## src/hw/lfvs_pkg.sv

```systemverilog
package lfvs_pkg;

    // ==========================================================
    // register indexes: the bus byte address is four times these
    localparam logic [15:0] ADDR_FREQ_ONE   = 16'h0132;
    localparam logic [15:0] ADDR_GAIN_ONE   = 16'h0134;
    localparam logic [15:0] ADDR_FREQ_TWO   = 16'h0136;
    localparam logic [15:0] ADDR_GAIN_TWO   = 16'h0138;
    localparam logic [15:0] ADDR_AUTO_SEL   = 16'h013a;
    localparam logic [15:0] ADDR_THRESHOLD  = 16'h013c;
    localparam logic [15:0] ADDR_MODE       = 16'h0140;
    localparam logic [15:0] ADDR_STATUS     = 16'h0144;

    // ==========================================================
    // reset values
    localparam logic [15:0] RST_FREQ        = 16'h03e8;
    localparam logic [15:0] RST_GAIN        = 16'h0000;
    localparam logic [15:0] RST_AUTO_SEL    = 16'h0000;
    localparam logic [15:0] RST_THRESHOLD   = 16'h01f4;

    // ==========================================================
    // legal ranges
    localparam logic [15:0] FREQ_MIN        = 16'h000a;
    localparam logic [15:0] FREQ_MAX        = 16'h03e8;
    localparam logic [15:0] GAIN_MAX        = 16'h0009;
    localparam logic [15:0] AUTO_SEL_MAX    = 16'h0001;
    localparam logic [15:0] THRESH_MIN      = 16'h0001;
    localparam logic [15:0] THRESH_MAX      = 16'h1f40;
    localparam logic [15:0] GAIN_FOUND      = 16'h0001;

    // ==========================================================
    // status field positions
    localparam int STAT_ACTIVE_BIT = 0;
    localparam int STAT_SEARCH_BIT = 1;
    localparam int STAT_NONE_BIT   = 2;

    // ==========================================================
    // control modes: three position loop modes and one other mode
    localparam logic [1:0] MODE_PULSE_POS    = 2'h0;
    localparam logic [1:0] MODE_REGISTER_POS = 2'h1;
    localparam logic [1:0] MODE_COMBINED_POS = 2'h2;
    localparam logic [1:0] MODE_OTHER        = 2'h3;

    // ==========================================================
    // axi responses
    localparam logic [1:0] RESP_OKAY   = 2'h0;
    localparam logic [1:0] RESP_SLVERR = 2'h2;

    typedef enum logic [1:0] {
        SEARCH_IDLE,
        SEARCH_FIRST,
        SEARCH_SECOND
    } search_state_t;

endpackage

```

## src/hw/lfvs_ctrl.sv

```systemverilog
`timescale 1ns/10ps
// Notes on behaviour
// - auto select: 0 normal, 1 auto detect
// - first stable vibration stores frequency one, second ends auto
// - auto off: settings never change themselves
// - threshold 1..8000, reset 500, gates detection
// - frequency one 10..1000, idle while gain zero
// - frequency two 10..1000, idle while gain zero
// - gains 0..9, reset 0, both zero disables
// - suppression only in position control modes
// - auto end on no vibration, both gains zero: none found
// - auto select sixteen bits at 013a, 0..1
// - search disables filter, stores group one, then group two only on a second find
module lfvs_ctrl
    import lfvs_pkg::*;
(
    input  wire logic        i_clk,           // 100 MHz clock
    input  wire logic        i_reset_n,       // sync reset, low
    input  wire logic [15:0] s_axi_awaddr,    // write address
    input  wire logic        s_axi_awvalid,   // write address valid
    output logic             s_axi_awready,   // write address ready
    input  wire logic [31:0] s_axi_wdata,     // write data
    input  wire logic [3:0]  s_axi_wstrb,     // write strobes
    input  wire logic        s_axi_wvalid,    // write data valid
    output logic             s_axi_wready,    // write data ready
    output logic [1:0]       s_axi_bresp,     // write response
    output logic             s_axi_bvalid,    // write response valid
    input  wire logic        s_axi_bready,    // write response ready
    input  wire logic [15:0] s_axi_araddr,    // read address
    input  wire logic        s_axi_arvalid,   // read address valid
    output logic             s_axi_arready,   // read address ready
    output logic [31:0]      s_axi_rdata,     // read data
    output logic [1:0]       s_axi_rresp,     // read response
    output logic             s_axi_rvalid,    // read data valid
    input  wire logic        s_axi_rready,    // read data ready
    input  wire logic        i_vib_found,     // detector: freq stable
    input  wire logic        i_vib_absent,    // detector: no vibration
    input  wire logic [15:0] i_vib_freq,      // detector: measured Hz
    output logic             o_filter_on,     // suppression filter run
    output logic             o_search_on,     // detector search run
    output logic [15:0]      o_freq_one,      // first frequency
    output logic [15:0]      o_gain_one,      // first gain
    output logic [15:0]      o_freq_two,      // second frequency
    output logic [15:0]      o_gain_two,      // second gain
    output logic [15:0]      o_threshold      // detection level
);

    // ==========================================================
    // registers
    logic [15:0]   freq_one_q;
    logic [15:0]   gain_one_q;
    logic [15:0]   freq_two_q;
    logic [15:0]   gain_two_q;
    logic [15:0]   auto_sel_q;
    logic [15:0]   threshold_q;
    logic [1:0]    mode_q;
    logic          none_found_q;
    search_state_t state_q;

    // ==========================================================
    // write channel
    logic [15:0] aw_addr_q;
    logic        aw_have_q;
    logic [15:0] w_data_q;
    logic [1:0]  w_strb_q;
    logic        w_have_q;
    logic        wr_fire;
    logic        wr_mapped;
    logic        wr_legal;
    logic [15:0] wr_value;

    assign wr_fire  = aw_have_q && w_have_q && !s_axi_bvalid;
    assign wr_value = { w_strb_q[1] ? w_data_q[15:8] : 8'h00,
                        w_strb_q[0] ? w_data_q[7:0]  : 8'h00 };

    lfvs_range_check u_check (
        .i_addr   (aw_addr_q),
        .i_data   (wr_value),
        .o_mapped (wr_mapped),
        .o_legal  (wr_legal)
    );

    logic wr_ok;
    logic sw_cfg_wr;
    assign wr_ok = wr_fire && wr_mapped && wr_legal
                   && (w_strb_q == 2'b11);
    // while searching only the auto select and the mode can be written
    assign sw_cfg_wr = wr_ok && (state_q == SEARCH_IDLE);

    logic sw_abort;
    // a zero written to the auto select ends a running search at once
    assign sw_abort = wr_ok && aw_addr_q == ADDR_AUTO_SEL
                      && wr_value != AUTO_SEL_MAX;

    always_ff @(posedge i_clk)
    begin
        if (!i_reset_n)
        begin
            aw_have_q     <= 1'b0;
            aw_addr_q     <= 16'h0000;
            s_axi_awready <= 1'b0;
        end
        else if (wr_fire)
        begin
            aw_have_q     <= 1'b0;
            s_axi_awready <= 1'b0;
        end
        else if (s_axi_awvalid && s_axi_awready)
        begin
            aw_have_q     <= 1'b1;
            aw_addr_q     <= {2'b00, s_axi_awaddr[15:2]};
            s_axi_awready <= 1'b0;
        end
        else
        begin
            s_axi_awready <= !aw_have_q && !s_axi_bvalid;
        end
    end

    always_ff @(posedge i_clk)
    begin
        if (!i_reset_n)
        begin
            w_have_q     <= 1'b0;
            w_data_q     <= 16'h0000;
            w_strb_q     <= 2'b00;
            s_axi_wready <= 1'b0;
        end
        else if (wr_fire)
        begin
            w_have_q     <= 1'b0;
            s_axi_wready <= 1'b0;
        end
        else if (s_axi_wvalid && s_axi_wready)
        begin
            w_have_q     <= 1'b1;
            w_data_q     <= s_axi_wdata[15:0];
            w_strb_q     <= s_axi_wstrb[1:0];
            s_axi_wready <= 1'b0;
        end
        else
        begin
            s_axi_wready <= !w_have_q && !s_axi_bvalid;
        end
    end

    always_ff @(posedge i_clk)
    begin
        if (!i_reset_n)
        begin
            s_axi_bvalid <= 1'b0;
            s_axi_bresp  <= RESP_OKAY;
        end
        else if (wr_fire)
        begin
            s_axi_bvalid <= 1'b1;
            s_axi_bresp  <= wr_mapped ? RESP_OKAY : RESP_SLVERR;
        end
        else if (s_axi_bready)
        begin
            s_axi_bvalid <= 1'b0;
        end
    end

    // ==========================================================
    // auto detection sequencer
    logic det_done;
    assign det_done = i_vib_found || i_vib_absent;

    always_ff @(posedge i_clk)
    begin
        if (!i_reset_n)
            state_q <= SEARCH_IDLE;
        else if (sw_abort)
            state_q <= SEARCH_IDLE;
        else
        begin
            unique case (state_q)
                SEARCH_IDLE:
                    if (wr_ok && aw_addr_q == ADDR_AUTO_SEL
                        && wr_value == AUTO_SEL_MAX)
                        state_q <= SEARCH_FIRST;
                SEARCH_FIRST:
                    if (i_vib_found)
                        state_q <= SEARCH_SECOND;
                    else if (i_vib_absent)
                        state_q <= SEARCH_IDLE;
                SEARCH_SECOND:
                    if (det_done)
                        state_q <= SEARCH_IDLE;
                default:
                    state_q <= SEARCH_IDLE;
            endcase
        end
    end

    always_ff @(posedge i_clk)
    begin
        if (!i_reset_n)
            auto_sel_q <= RST_AUTO_SEL;
        else if (state_q != SEARCH_IDLE && det_done
                 && (state_q == SEARCH_SECOND || i_vib_absent))
            auto_sel_q <= 16'h0000;
        else if (wr_ok && aw_addr_q == ADDR_AUTO_SEL)
            auto_sel_q <= wr_value;
    end

    // frequency and gain groups: hardware only touches them in auto
    always_ff @(posedge i_clk)
    begin
        if (!i_reset_n)
        begin
            freq_one_q <= RST_FREQ;
            gain_one_q <= RST_GAIN;
        end
        else if (state_q == SEARCH_FIRST && i_vib_found)
        begin
            freq_one_q <= i_vib_freq;
            gain_one_q <= GAIN_FOUND;
        end
        else if (sw_cfg_wr && aw_addr_q == ADDR_FREQ_ONE)
            freq_one_q <= wr_value;
        else if (sw_cfg_wr && aw_addr_q == ADDR_GAIN_ONE)
            gain_one_q <= wr_value;
    end

    always_ff @(posedge i_clk)
    begin
        if (!i_reset_n)
        begin
            freq_two_q <= RST_FREQ;
            gain_two_q <= RST_GAIN;
        end
        else if (state_q == SEARCH_SECOND && i_vib_found)
        begin
            freq_two_q <= i_vib_freq;
            gain_two_q <= GAIN_FOUND;
        end
        else if (sw_cfg_wr && aw_addr_q == ADDR_FREQ_TWO)
            freq_two_q <= wr_value;
        else if (sw_cfg_wr && aw_addr_q == ADDR_GAIN_TWO)
            gain_two_q <= wr_value;
    end

    always_ff @(posedge i_clk)
    begin
        if (!i_reset_n)
            threshold_q <= RST_THRESHOLD;
        else if (sw_cfg_wr && aw_addr_q == ADDR_THRESHOLD)
            threshold_q <= wr_value;
    end

    always_ff @(posedge i_clk)
    begin
        if (!i_reset_n)
            mode_q <= MODE_PULSE_POS;
        else if (wr_ok && aw_addr_q == ADDR_MODE)
            mode_q <= wr_value[1:0];
    end

    // sticky result: set when a search ends on no vibration with both gains zero
    always_ff @(posedge i_clk)
    begin
        if (!i_reset_n)
            none_found_q <= 1'b0;
        else if (state_q == SEARCH_FIRST && i_vib_absent)
            none_found_q <= (gain_one_q == RST_GAIN)
                            && (gain_two_q == RST_GAIN);
        else if (state_q == SEARCH_FIRST)
            none_found_q <= 1'b0;
    end

    // ==========================================================
    // filter enable
    logic pos_mode;
    assign pos_mode = (mode_q != MODE_OTHER);

    always_ff @(posedge i_clk)
    begin
        if (!i_reset_n)
        begin
            o_filter_on <= 1'b0;
            o_search_on <= 1'b0;
        end
        else
        begin
            o_filter_on <= pos_mode && state_q == SEARCH_IDLE
                           && (gain_one_q != 16'h0000
                               || gain_two_q != 16'h0000);
            o_search_on <= pos_mode && state_q != SEARCH_IDLE;
        end
    end

    always_ff @(posedge i_clk)
    begin
        if (!i_reset_n)
        begin
            o_freq_one  <= RST_FREQ;
            o_gain_one  <= RST_GAIN;
            o_freq_two  <= RST_FREQ;
            o_gain_two  <= RST_GAIN;
            o_threshold <= RST_THRESHOLD;
        end
        else
        begin
            o_freq_one  <= freq_one_q;
            o_gain_one  <= gain_one_q;
            o_freq_two  <= freq_two_q;
            o_gain_two  <= gain_two_q;
            o_threshold <= threshold_q;
        end
    end

    // ==========================================================
    // read channel
    logic [15:0] rd_value;
    logic        rd_mapped;

    always_comb
    begin
        rd_mapped = 1'b1;
        rd_value  = 16'h0000;
        unique case ({2'b00, s_axi_araddr[15:2]})
            ADDR_FREQ_ONE:  rd_value = freq_one_q;
            ADDR_GAIN_ONE:  rd_value = gain_one_q;
            ADDR_FREQ_TWO:  rd_value = freq_two_q;
            ADDR_GAIN_TWO:  rd_value = gain_two_q;
            ADDR_AUTO_SEL:  rd_value = auto_sel_q;
            ADDR_THRESHOLD: rd_value = threshold_q;
            ADDR_MODE:      rd_value = {14'h0000, mode_q};
            ADDR_STATUS:
            begin
                rd_value[STAT_ACTIVE_BIT] = o_filter_on;
                rd_value[STAT_SEARCH_BIT] = state_q != SEARCH_IDLE;
                rd_value[STAT_NONE_BIT]   = none_found_q;
            end
            default:        rd_mapped = 1'b0;
        endcase
    end

    always_ff @(posedge i_clk)
    begin
        if (!i_reset_n)
        begin
            s_axi_arready <= 1'b0;
            s_axi_rvalid  <= 1'b0;
            s_axi_rdata   <= 32'h00000000;
            s_axi_rresp   <= RESP_OKAY;
        end
        else if (s_axi_arvalid && s_axi_arready)
        begin
            s_axi_arready <= 1'b0;
            s_axi_rvalid  <= 1'b1;
            s_axi_rdata   <= {16'h0000, rd_value};
            s_axi_rresp   <= rd_mapped ? RESP_OKAY : RESP_SLVERR;
        end
        else if (s_axi_rvalid)
        begin
            if (s_axi_rready)
                s_axi_rvalid <= 1'b0;
        end
        else
            s_axi_arready <= 1'b1;
    end
endmodule // lfvs_ctrl

```

## src/hw/lfvs_range_check.sv

```systemverilog
`timescale 1ns/10ps
// ==========================================================
// range checker for written parameter values
module lfvs_range_check
    import lfvs_pkg::*;
(
    input  wire logic [15:0] i_addr,    // register index
    input  wire logic [15:0] i_data,    // value to be written
    output logic             o_mapped,  // address is a register
    output logic             o_legal    // value inside its range
);

    function automatic logic in_range(input logic [15:0] v,
                                      input logic [15:0] lo,
                                      input logic [15:0] hi);
        in_range = (v >= lo) && (v <= hi);
    endfunction

    always_comb
    begin
        o_mapped = 1'b1;
        o_legal  = 1'b0;
        unique case (i_addr)
            ADDR_FREQ_ONE,
            ADDR_FREQ_TWO:  o_legal = in_range(i_data, FREQ_MIN, FREQ_MAX);
            ADDR_GAIN_ONE,
            ADDR_GAIN_TWO:  o_legal = in_range(i_data, 16'h0000, GAIN_MAX);
            ADDR_AUTO_SEL:  o_legal = in_range(i_data, 16'h0000,
                                               AUTO_SEL_MAX);
            ADDR_THRESHOLD: o_legal = in_range(i_data, THRESH_MIN,
                                               THRESH_MAX);
            ADDR_MODE:      o_legal = 1'b1;
            ADDR_STATUS:    o_legal = 1'b0;
            default:        o_mapped = 1'b0;
        endcase
    end

endmodule // lfvs_range_check

```

## config.mk

```make
export PLATFORM = sky130hd
export DESIGN_NAME = lfvs_ctrl
export DESIGN_NICKNAME = d
export VERILOG_FILES = /design/src/hw/lfvs_pkg.sv /design/src/hw/lfvs_ctrl.sv /design/src/hw/lfvs_range_check.sv
export SDC_FILE = /design/constraint.sdc
export NUM_CORES = 1
export LEC_CHECK = 0
export ABC_AREA = 0
export BUFFER_PORTS_ARGS = -buffer_cell sky130_fd_sc_hd__buf_4
export CAP_MARGIN = 10
export CORE_UTILIZATION = 33
export CTS_BUF_LIST = sky130_fd_sc_hd__clkbuf_4
export DETAILED_ROUTE_END_ITERATION = 8
export PLACE_DENSITY = 0.54
export SYNTH_ARGS = -nofsm -noshare
export SYNTH_HDL_FRONTEND = slang
export SYNTH_HIERARCHICAL = 1
export SYNTH_SLANG_ARGS = --single-unit
```

## constraint.sdc

```tcl
create_clock -name i_clk -period 3.9 [get_ports i_clk]
set_input_delay 0.585 -clock i_clk [delete_from_list [all_inputs] [get_ports i_clk]]
set_output_delay 0.585 -clock i_clk [all_outputs]
set_load 0.02 [all_outputs]
```

==> results of run 1 <==
[synthesized netlist by cell type (3+ instances only)]
master    instances
dfxtp_1         240
nand2_1         156
a21oi_1          97
and2_1           78
nor2_1           70
clkbuf_1         67
mux2i_1          51
nand2b_1         26
nand3_1          21
o21ai_0          21
a22oi_1          20
buf_4            20
mux2_2           19
nor4_1           19
a221oi_1         18
a222oi_1         13
buf_2             9
nor3_1            8
a221o_1           6
nand4_1           6
and3_1            5
nand3b_1          5
and4b_1           4
nor3b_1           4
a211oi_1          3
a31oi_1           3
inv_1             3
nand4b_1          3
nor2b_1           3
or3_1             3
[state kept, by name (all words and copies together) (netlist names), 2 cells and up]
name / flops
aw_addr_q: 14
gain_one_q: 16
o_freq_one: 16
o_freq_two: 16
mode_q: 2
o_gain_two: 16
state_q: 2
s_axi_rdata: 16
gain_two_q: 16
w_data_q: 16
threshold_q: 16
freq_two_q: 16
auto_sel_q: 16
w_strb_q: 2
freq_one_q: 16
o_threshold: 16
o_gain_one: 16
[critical path, stage by stage, from the launching register on]
cell      delay [ns]
dfxtp_1         0.38
and2_1          0.27
nor4_2          0.36
nand3_1         0.16
or3_2           0.45
a21oi_1         0.15
o31ai_1         0.09
a21oi_1         0.14
nand3b_1        0.16
nor4_4          0.39
and4_1          0.34
mux2_2          0.35
o21a_1          0.16
[layer usage]
layer,vias to the layer above,part of all wire (%)
met5,-,0
met4,0,2.5
li1,4066,-
met1,3885,45
met2,330,46
met3,58,7.1
[power groups by stage]
| stage | registers, mW | logic, mW | clock network [mW] |
|---|---|---|---|
| 6_report | 2.52 | 0.291 | 2.32 |
| 5_1_grt | 2.52 | 0.319 | 2.55 |
| 3_3_place_gp | 2.57 | 0.288 | 0 |
| 4_1_cts | 2.52 | 0.291 | 2.41 |
| 2_1_floorplan | 2.57 | 0.165 | 0 |
| 3_5_place_dp | 2.57 | 0.290 | 0 |
[worst paths after layout]
path                         to  cells after the start  slack (ns)
setup / recovery  gain_two_q[0]                     12        0.40
hold / removal    freq_two_q[5]                      3        0.16
setup reg to reg  gain_two_q[0]                     12        0.40
hold reg to reg   freq_two_q[2]                      2        0.47
[cell type report]
cell class | instances | area, um2
Antenna cell | 1 | 2.50
Clock buffer | 101 | 758
Clock inverter | 18 | 118
Fill cell | 2885 | 16000
Inverter | 4 | 15.0
Multi-Input combinational cell | 722 | 4340
Sequential cell | 240 | 4800
Tap cell | 378 | 473
Timing Repair Buffer | 210 | 1610
[per-stage QoR]
stage	util (%)	power, mW	hold WS [ns]	worst slack (ns)	instance area (um2)
final	43.2	5.13	0.158	0.398	12100
after global routing	43.2	5.39	0.118	0.0434	12100
after CTS	43.1	5.22	0.111	0.307	12100
after detailed placement	40.0	2.86	0.458	0.314	11200
after global placement	40.0	2.86	0.447	0.404	11200
after floorplan	-	2.74	0.424	0.447	9590
[cells by family after synthesis]
family	count (synthesis)	share of synthesized area (%)
AO/OA/AOI/OAI	196	13.2
buffers and inverters	102	5.01
flip-flops	240	50.5
multiplexers	70	7.61
other	1	0.0394
AND/OR/NAND/NOR	436	23.7
==> qor.csv, run 1 <==
metric,value,unit
outcome,finished clean,
met1 usage,26.1,%
CP max FO,11,
# nets final,1338,
"FF+latch count, synth",240,
vias in the first global route,8084,
input/output buffers,175,
grt peak-use layer,met2,
CP Class,reg -> reg,
initial core utilization,33.9,%
CP Capture Type,flop,
Max Slew Vio Count,0,
Least-Margin Pin Slew,0.887,ns
skew final,0.0411,ns
Detailed Route Iter0 Violations,570,
layout cell share with drive strength beyond 1,27.6,%
share of Yosys cell area claimed by the top area cell type,50.5,%
routed wire length,28900,um
syn avg cell area,9.11,um2
yosys warns,6,
worst r2r src,w_strb_q[1],
total DRC errors in the routed layout,0,
Pre-antenna DRT Iters,7,
H-Tree Depth,3,
routability-driven placement congestion ratio,0.817,
RSZ-0062 raised after global routing,false,
total grt overflow,0,
Synth Instances,1045,
sw frac,24.8,%
Area Overhead vs Synth,27.3,%
die height,172,um
"Arr. time, crit path",4.05,ns
# rows,61,
Worst VDD drop,0.170,mV
vias per cell,4.98,
mean routed wirelength per cell,17.3,um
PwrDens,423,nW/um2
clk root buf,clkbuf_4,
vias,8339,
Cell Int Power,3.86,mW
Startpoint Class,flop,
min Tclk post-route,3.50,ns
CTS tree,done,
"Distinct cells, synth",64,
Final TNS setup,0,ns
Finished Layout Cells,1674,
Die Span X,172,um
max-cap violations,0,
Max clock buf depth,3,
core outline area,28100,um2
Num Clock Sinks,240,
first-pass GRT wire length,44800,um
post-route ant nets,0,
maximum number of pins on one net before global-route repair,65,
Hold Crit Class,in -> reg,
final setup fails,0,
sequential-to-total area share from yosys stat,50.5,%
Setup Buffers After CTS,0,
Most used DFF post-synth,dfxtp_1,
die area,29500,um2
"commonest non-fill, non-tap cell in the layout",dfxtp_1,
Clock Pin Slew Worst Setup and Hold Paths,0.06,ns
combinational share of power,5.7,%
initial antenna violation count,1,
GRT Util Overall,19.7,%
Hold Path Origin,i_vib_freq[5],
Final HPWL DP,20600,um
Final Hold Viols,0,
Synth area leader,dfxtp_1,
Ports,216,
synth top area cells,"dfxtp_1, nand2_1, mux2i_1, and2_1, a21oi_1",
Post-Syn Area,9520,um2
fin crit share,89.8,%
Critical Path RT,4.45,ns
P_sw,1.27,mW
"Async S/R FF share, synth",0,%
Num CTS Buffers,67,
max frequency,286,MHz
Critical Path Source,w_strb_q[1],
Clock power frac,45.3,%
cts repair resizes,0,
leakage power figure,5.06,nW
relative slew slack,40.8,%
met2 usage,31.4,%
GR Util met3,4.17,%
most frequent cells in the layout,"dfxtp_1, buf_4, nand2_1",
hold buffers post-CTS,0,
Placed Instances,1554,
worst skew pair latency,0.67,ns
Post-synth EDFFs,0,
register share of total power,49.1,%
No activity file was read; power rests on OpenSTA's default activity.
==> run 2: changes to the inputs <==
- BUFFER_PORTS_ARGS: -buffer_cell sky130_fd_sc_hd__buf_4 -> -buffer_cell sky130_fd_sc_hd__buf_2
==> run 2 against run 1 <==
Flip-flop and latch count did not move. Sequential power barely moved. Routed wire length fell by 1.4%. Final cell count fell by 0.18%. Clock power barely moved. Die area did not move. Critical path depth rose by 1. Fmax fell by 1.3%. Clock skew rose by 0.0099 ns. Combinational power fell by 9.6%.
==> qor.csv, run 2 (synthesized netlist as in run 1, its figures left out) <==
metric,value,unit
clk root buf,clkbuf_4,
Least-Margin Pin Slew,0.910,ns
Die Span X,172,um
Ports,216,
Setup Buffers After CTS,0,
worst reg2reg path endpoint,freq_one_q[7],
CP max FO,16,
"commonest non-fill, non-tap cell in the layout",dfxtp_1,
cts repair resizes,0,
routed wire length,28500,um
final setup fails,0,
skew final,0.0510,ns
Worst Hold End,w_data_q[6],
"Arr. time, crit path",4.09,ns
most frequent cells in the layout,"dfxtp_1, buf_2, nand2_1",
Hold Crit Class,in -> reg,
initial antenna violation count,1,
post-route ant nets,0,
maximum number of pins on one net before global-route repair,61,
first-pass GRT wire length,43800,um
final core utilization,41.6,%
Area Overhead vs Synth,22.7,%
Clock Pin Slew Worst Setup and Hold Paths,0.06,ns
worst skew pair latency,0.68,ns
min Tclk post-route,3.55,ns
Critical Path RT,4.44,ns
worst r2r src,w_strb_q[1],
hold buffers post-CTS,0,
relative slew slack,39.4,%
RSZ-0062 raised after global routing,false,
R2R depth,13,
hold path cells,3,
vias,8275,
routability-driven placement congestion ratio,0.815,
CTS tree,done,
Num CTS Buffers,67,
leakage power figure,4.97,nW
CP Capture Type,flop,
Detailed Route Iter0 Violations,549,
H-Tree Depth,3,
Max Slew Vio Count,0,
Pre-antenna DRT Iters,6,
Final HPWL DP,20500,um
GRT Util Overall,19.4,%
Num Clock Sinks,240,
max frequency,282,MHz
total grt overflow,0,
max-cap violations,0,
PwrDens,436,nW/um2
# nets final,1342,
Tot Pwr,5.10,mW
total DRC errors in the routed layout,0,
mean routed wirelength per cell,17.1,um
Final Hold Viols,0,
Hold Path Origin,s_axi_wdata[6],
vias in the first global route,7945,
outcome,finished clean,
layout cell share with drive strength beyond 1,27.5,%
Worst VDD drop,0.194,mV
input/output buffers,175,
die height,172,um
Final TNS setup,0,ns
Layout fillers,2950,
Startpoint Class,flop,
# rows,61,
initial core utilization,33.9,%
reg2reg setup slack,0.35,ns
die area,29500,um2
core outline area,28100,um2
vias per cell,4.95,
CP Class,reg -> reg,
Max clock buf depth,3,
fin crit share,90.9,%
==> run 2: how the worst max path moves through the flow <==
stage | startpoint | endpoint | cells after the start
4_1_cts | w_strb_q[1] | freq_one_q[9] | 13
3_5_place_dp | w_strb_q[1] | freq_one_q[9] | 13
6_report | w_strb_q[1] | freq_one_q[7] | 13
3_3_place_gp | w_strb_q[1] | freq_one_q[6] | 13
5_1_grt | w_strb_q[0] | freq_one_q[7] | 14
2_1_floorplan | w_strb_q[1] | gain_two_q[0] | 15
==> run 2: power breakdown <==
group	switching, mW	leakage [nW]	internal (mW)
logic	0.174	2.53	0.0891
clock network	1.05	0.497	1.27
registers	0.0324	1.94	2.48
==> run 2: per-stage QoR <==
step	setup WS, ns	cell area, um2	hold slack, ns	instances
after floorplan	0.447	9590	0.424	1064
after global placement	0.434	10800	0.456	1558
after detailed placement	0.380	10800	0.457	1558
after CTS	0.357	11700	0.0902	1669
after global routing	0.0245	11700	0.107	1671
final	0.353	11700	0.149	1671
==> run 2: layout make-up <==
type	count	area, um2	share of cell area [%]
sequential	240	4800	41.1
inverter	4	15.0	0.128
multi-input combinational	722	4330	37.0
tap	378	473	4.05
clock inverter	14	128	1.09
timing repair buffer	214	1210	10.3
antenna	2	5.00	0.0428
clock buffer	97	728	6.23
==> run 2: worst max-delay path, cell delays in order (launching register included) <==
cell and delay, ns:
dfxtp_1 0.39, and2_1 0.18, nor3_1 0.45, nand3_1 0.15, or3_2 0.43, a21oi_1 0.15
o31ai_1 0.09, a21oi_1 0.15, nand3b_1 0.15, nor4_4 0.43, buf_4 0.20, a31oi_1 0.08
buf_4 0.26, a221o_1 0.31
==> run 2: routing by layer <==
layer | up-vias | track usage, % | part of all wire [%]
li1 | 4058 | - | -
met1 | 3821 | 25.3 | 45
met2 | 327 | 30.3 | 44
met3 | 69 | 4.26 | 7.2
met4 | 0 | 9.08 | 3.3
met5 | - | 0 | 0
